[src/verilog/fcrc_fifo.sv]
/*
 * Byte FIFO with a registered output stage.
 * Assumes one clock and an asynchronous active-high reset.
 */
`timescale 1ns/1ps

module fcrc_fifo #(
    parameter int WIDTH = 8,
    parameter int DEPTH = 8
) (
    // Clock and reset
    input wire logic mclk_i,
    input wire logic rst_i,
    // Filling side
    input wire logic in_valid_i,
    input wire logic [WIDTH-1:0] in_data_i,
    output logic in_ready_o,
    // Draining side
    output logic out_valid_o,
    output logic [WIDTH-1:0] out_data_o,
    input wire logic out_ready_i
);
    localparam int AW = $clog2(DEPTH);

    logic [WIDTH-1:0] mem_r [DEPTH];
    logic [AW-1:0] wp_r;
    logic [AW-1:0] rp_r;
    logic [AW:0] cnt_r;
    logic ov_r;
    logic [WIDTH-1:0] od_r;

    wire logic push = in_valid_i && in_ready_o;
    wire logic load = (cnt_r != '0) && (!ov_r || out_ready_i);
    wire logic [AW:0] cnt_nxt = cnt_r + (AW+1)'(push) - (AW+1)'(load);

    assign in_ready_o = cnt_r != (AW+1)'(DEPTH);
    assign out_valid_o = ov_r;
    assign out_data_o = od_r;

    always_ff @(posedge mclk_i) begin
        if (push) begin
            mem_r[wp_r] <= in_data_i;
        end
    end

    always_ff @(posedge mclk_i or posedge rst_i) begin
        if (rst_i) begin
            wp_r <= '0;
            rp_r <= '0;
            cnt_r <= '0;
            ov_r <= 1'b0;
            od_r <= '0;
        end else begin
            wp_r <= push ? wp_r + 1'b1 : wp_r;
            rp_r <= load ? rp_r + 1'b1 : rp_r;
            cnt_r <= cnt_nxt;
            ov_r <= load || (ov_r && !out_ready_i);
            od_r <= load ? mem_r[rp_r] : od_r;
        end
    end

    no_overflow_a: assert property (@(posedge mclk_i) disable iff (rst_i)
        in_valid_i |-> in_ready_o)
        else $error("Byte pushed into full FIFO");
endmodule // fcrc_fifo

[config.mk]
export PLATFORM = sky130hd
export DESIGN_NAME = fcrc_fifo
export DESIGN_NICKNAME = d
export VERILOG_FILES = /design/src/verilog/fcrc_fifo.sv
export SDC_FILE = /design/constraint.sdc
export NUM_CORES = 1
export LEC_CHECK = 0
export BUFFER_PORTS_ARGS = -buffer_cell sky130_fd_sc_hd__buf_2
export CORE_ASPECT_RATIO = 1.75
export CORE_MARGIN = 2
export CORE_UTILIZATION = 53
export DETAILED_ROUTE_END_ITERATION = 8
export GPL_TIMING_DRIVEN = 0
export PLACE_DENSITY_LB_ADDON = 0.25
export REMOVE_ABC_BUFFERS = 1
export SLEW_MARGIN = 40
export SYNTH_ARGS = -nofsm -noshare
export SYNTH_HDL_FRONTEND = slang
export SYNTH_SLANG_ARGS = --single-unit
export TNS_END_PERCENT = 20
[constraint.sdc]
create_clock -name mclk_i -period 5.15 [get_ports mclk_i]
set_input_delay 0.515 -clock mclk_i [delete_from_list [all_inputs] [get_ports mclk_i]]
set_output_delay 0.515 -clock mclk_i [all_outputs]
set_load 0.01 [all_outputs]
== After elaboration in Yosys (flattened, before gate mapping) ==
Memory sizes are Yosys's and may differ from the RTL's. A register that Yosys moved wholly into a read port is not among the register bits.
Cells that the tools add are included.

* Register bits: 11
* Bits in writable memories: 64
* Word-level logic and storage cells: 20
* Memories: 1

* Add/subtract/negate cells: 4
* Eq/ne operators: 1
* Multiplexer cells: 2
* Reductions and logical operators: 8

{| class="wikitable"
|+ Memories
! name !! words !! bits a word !! read ports !! clocked after Yosys merged registers in !! write ports !! line !! source
|-
| mem_r || 8 || 8 || 1 || 1 || 1 || 25 || <nowiki>logic [WIDTH-1:0] mem_r [DEPTH];</nowiki>
|}

{| class="wikitable"
|+ Operators with widths
! kind !! number
|-
| 3-bit by 1-bit adder with 3-bit output (second input constant) || 2
|-
| 4-bit by 1-bit adder with 4-bit output || 1
|-
| 4-bit != test (second input constant) || 1
|-
| 4-bit nonzero test || 1
|-
| 4-bit by 1-bit subtractor with 4-bit output || 1
|-
| 1-bit logical AND || 3
|-
| 1-bit logical NOT || 2
|-
| 1-bit logical OR || 2
|-
| 1-bit 2-to-1 mux || 2
|}

== Depth between registers and ports, before layout ==
* Depth after elaboration: 4
* Gate-level depth with buffers: 12

== Least setup slack after synthesis ==
OpenSTA, ideal clock, no wires.

* Kind: reg2reg
* Start: register cnt_r[2]
* End: register cnt_r[2]
* Setup time: 0.123 ns
* Arrival: 2.023 ns
* Setup slack: 3.004 ns
* Stages on the path, launching flop included: 12
* Clock period less this slack: 2.146 ns
* Path through: dfrtp_1 -> inv_1 -> ha_1 -> nor3b_2 -> or2_2 -> buf_6 -> inv_2 -> ha_1 -> inv_1 -> ha_1 -> fa_1 -> xor2_1

{| class="wikitable"
|+ RTL lines
! what !! line !! source
|-
| from (decl) || 28 || <nowiki>logic [AW:0] cnt_r;</nowiki>
|-
| from (signal assigned) || 56 || <nowiki>cnt_r <= cnt_nxt;</nowiki>
|-
| 4-bit nonzero test || 33 || <nowiki>wire logic load = (cnt_r != '0) && (!ov_r || out_ready_i);</nowiki>
|-
| 1-bit logical AND || 33 ||
|-
| via load || 33 ||
|-
| 4-bit by 1-bit subtractor with 4-bit output || 34 || <nowiki>wire logic [AW:0] cnt_nxt = cnt_r + (AW+1)'(push) - (AW+1)'(load);</nowiki>
|-
| via cnt_nxt[2] || 34 ||
|}

The timed path passes the listed nets, and every way through them passes these cells.
A chain may end at the register's enable or synchronous reset.

== Worst setup path after layout ==
Same ends and word-level chain as after synthesis.

==> results by group <==
Pwr
  – Leakage: 1.47 nW
  – Sequential share of power: 43.0%
  – NetSw: 723 uW
  – Peak supply drop: 0.313 mV
  – Clk pwr share: 26.4%
  – Power Internal: 1.58 mW
  – Switch share: 31.4%
  – Total power: 2.30 mW
  – Combinational share of power: 30.6%
  – Pwr dens: 584 nW/um2

Clock tree
  – CTS root buf: clkbuf_16
  – Post-CTS Setup Inserts: 0
  – Total CTS buffers: 9
  – Clk_lat worst skew: 0.33 ns
  – Hold_buf cts: 0
  – CTS H-tree lvls: 3
  – Post-cts sizing count: 0
  – Worst-path clk slew: 0.06 ns
  – Longest Clk Path Bufs: 2
  – CTS tree: done
  – Sink Count: 83

Logic synthesis
  – Leading register cell type out of synthesis: edfxtp_1
  – Syn Inst Count: 208
  – Leading post-synthesis cells by cell area: edfxtp_1 (55%), dfrtp_1 (14%), mux2_2 (5.2%), mux2i_1 (4.6%), ha_1 (2.9%)
  – Register area share after synthesis: 68.9%
  – Post-synthesis register bit count: 83
  – Yosys top cell by area: edfxtp_1
  – Async SR Flop Fraction: 22.9%
  – Avg Inst Size Synth: 16.7 um2
  – Synth top area share: 55.3%
  – Synth top cells by count: edfxtp_1 (64), dfrtp_1 (19), mux2_2 (16), mux2i_1 (16)
  – Post-synth EDFFs: 64
  – Synthesized area: 3480 um2
  – Most numerous cell in the Yosys netlist: edfxtp_1
  – Post-synthesis cell type count: 36
  – Yosys Warn Count: 0

Floorplan
  – Row cnt: 39
  – Initial core utilization: 54.0%
  – I/O pin total: 22
  – Core Area: 6440 um2
  – Die W: 65.2 um
  – Die height: 111 um
  – Area of the die: 7250 um2

Routing
  – Antenna violation net count after detailed routing: 0
  – DR vias/cell: 5.68
  – Routed WL: 6410 um
  – Final routed DRC violation total: 0
  – Drt wl/cell: 20.0 um
  – Via count: 1,818
  – DRT Pass-1 Iters: 4
  – Initial drt markers: 158

Final layout
  – Layout Nets: 254
  – Synth-to-layout area growth: 13.3%
  – # diodes: 0
  – Cell area after layout: 3940 um2
  – Share of layout cells above drive strength 1: 32.4%

Run status
  – Status: completed

Global route
  – Largest net degree at the start of global routing: 20
  – First-pass GRT wire length: 10,000 um
  – Remaining global-route overflow: 0
  – GR Util All Layers: 19.9%
  – Vias in the first global route: 1,857
  – Initial antenna violation count: 0

Timing
  – Max Slew Vio Count: 0
  – Final setup viols: 0
  – Slew @ Worst Pin: 0.778 ns
  – Fmax: 0.337 GHz
  – Clk_skew: 0.00657 ns
  – Final min period: 2.96 ns
  – Final Cycle Share: 57.6%
  – Final Hold Fails: 0
  – Worst setup margin: 2.19 ns
  – RSZ-0062 raised after global routing: false
  – Setup_tns: 0 ns
  – Rel. slew slack: 48.0%

Setup path
  – Setup CP Type: flip-flop to flip-flop
  – Worst path arrival time: 3.18 ns
  – Startpoint Class: flip-flop
  – Critical path peak fanout: 11
  – Required @ worst endpoint: 5.36 ns
  – Critical path endpoint category: flip-flop

Placement
  – Final Wtd Congestion: 0.728
  – Pre-CTS WS: 2.17 ns
  – Input/output buffers: 21
  – Placed cell areas: 3650 um2
  – HPWL Detailed: 4260 um

Worst hold path
  – Worst hold-check path type: input pin to asynchronous set/reset pin

Flow run
  – Max-cap violation count: 0
[layout make-up]
type | count | area, um2
fill | 512 | 2500
sequential | 83 | 2400
multi-input combinational | 108 | 982
clock buffer | 10 | 229
timing repair buffer | 24 | 148
tap | 82 | 103
clock inverter | 6 | 56.3
inverter | 7 | 26.3
[worst max-delay path, stage by stage, from the launching register on]
cell and delay [ns]:
dfrtp_1 0.35, inv_1 0.10, ha_1 0.16, nor3b_2 0.62
or2_2 0.46, inv_2 0.10, ha_1 0.28, inv_1 0.04
ha_1 0.19, fa_1 0.38, xor2_1 0.17
[path summary, 6_finish.rpt]
check | start | to | slack (ns) | cells after the start
max in group asynchronous | rst_i | rp_r[0] | 4.64 | 2
setup / recovery | cnt_r[2] | cnt_r[2] | 2.19 | 10
hold / removal | rst_i | wp_r[2] | 0.18 | 2
min in group mclk_i | in_data_i[2] | mem_r[4][2] | 0.45 | 1
hold reg to reg | out_data_o[0] | out_data_o[0] | 0.52 | 2
setup reg to reg | cnt_r[2] | cnt_r[2] | 2.19 | 10
[kinds of logic (layout without fill, tap and decap cells)]
logic type               Yosys count  in the layout  synth area share (%)
multiplexers                      34             34                  10.5
AO/OA/AOI/OAI                     34             34                  7.84
buffers and inverters             17             47                  3.56
AND/OR/NAND/NOR                   25             25                  4.17
flip-flops                        83             83                  68.9
XOR/XNOR                           6              6                  1.51
adder cells (fa/ha/maj)            9              9                  3.45
[metrics by stage]
step	instances	util [%]	hold WS [ns]
floorplan	198	-	0.466
global placement	301	55.7	0.509
detailed placement	304	56.7	0.514
CTS	320	61.2	0.357
global route	320	61.2	0.230
finish	320	61.2	0.179
[placed cells by master, fill, tap and decap left out, types with 3 or more instances in the layout]
cell type / instances
dfrtp_1: 18
buf_2: 21
o31ai_2: 8
mux2_2: 16
mux2i_1: 16
xnor2_1: 3
ha_1: 8
nand2b_1: 4
inv_1: 5
o21ai_0: 8
nor2_2: 6
a22o_1: 8
o22ai_1: 8
clkinv_2: 3
clkbuf_16: 9
xor2_1: 3
edfxtp_1: 64
[flip-flops by register name, indices dropped and copies added (netlist names)]
name	cells
cnt_r	4
mem_r	64
out_data_o	8
out_valid_o	1
rp_r	3
wp_r	3
[power groups by stage]
stage	sequential (mW)	clock, mW	combinational (mW)
floorplan	1.01	0	0.461
global placement	1.02	0	0.638
detailed placement	1.01	0	0.714
global route	1.01	0.638	0.772
finish	0.992	0.608	0.704
CTS	0.993	0.615	0.716
[per-layer routing]
metal	global-route usage (%)	wire (um)
met1	23.5	2480
met2	33.3	3460
met3	5.08	297
met4	9.31	173
met5	0	0
(Power assumes the default switching activity.)
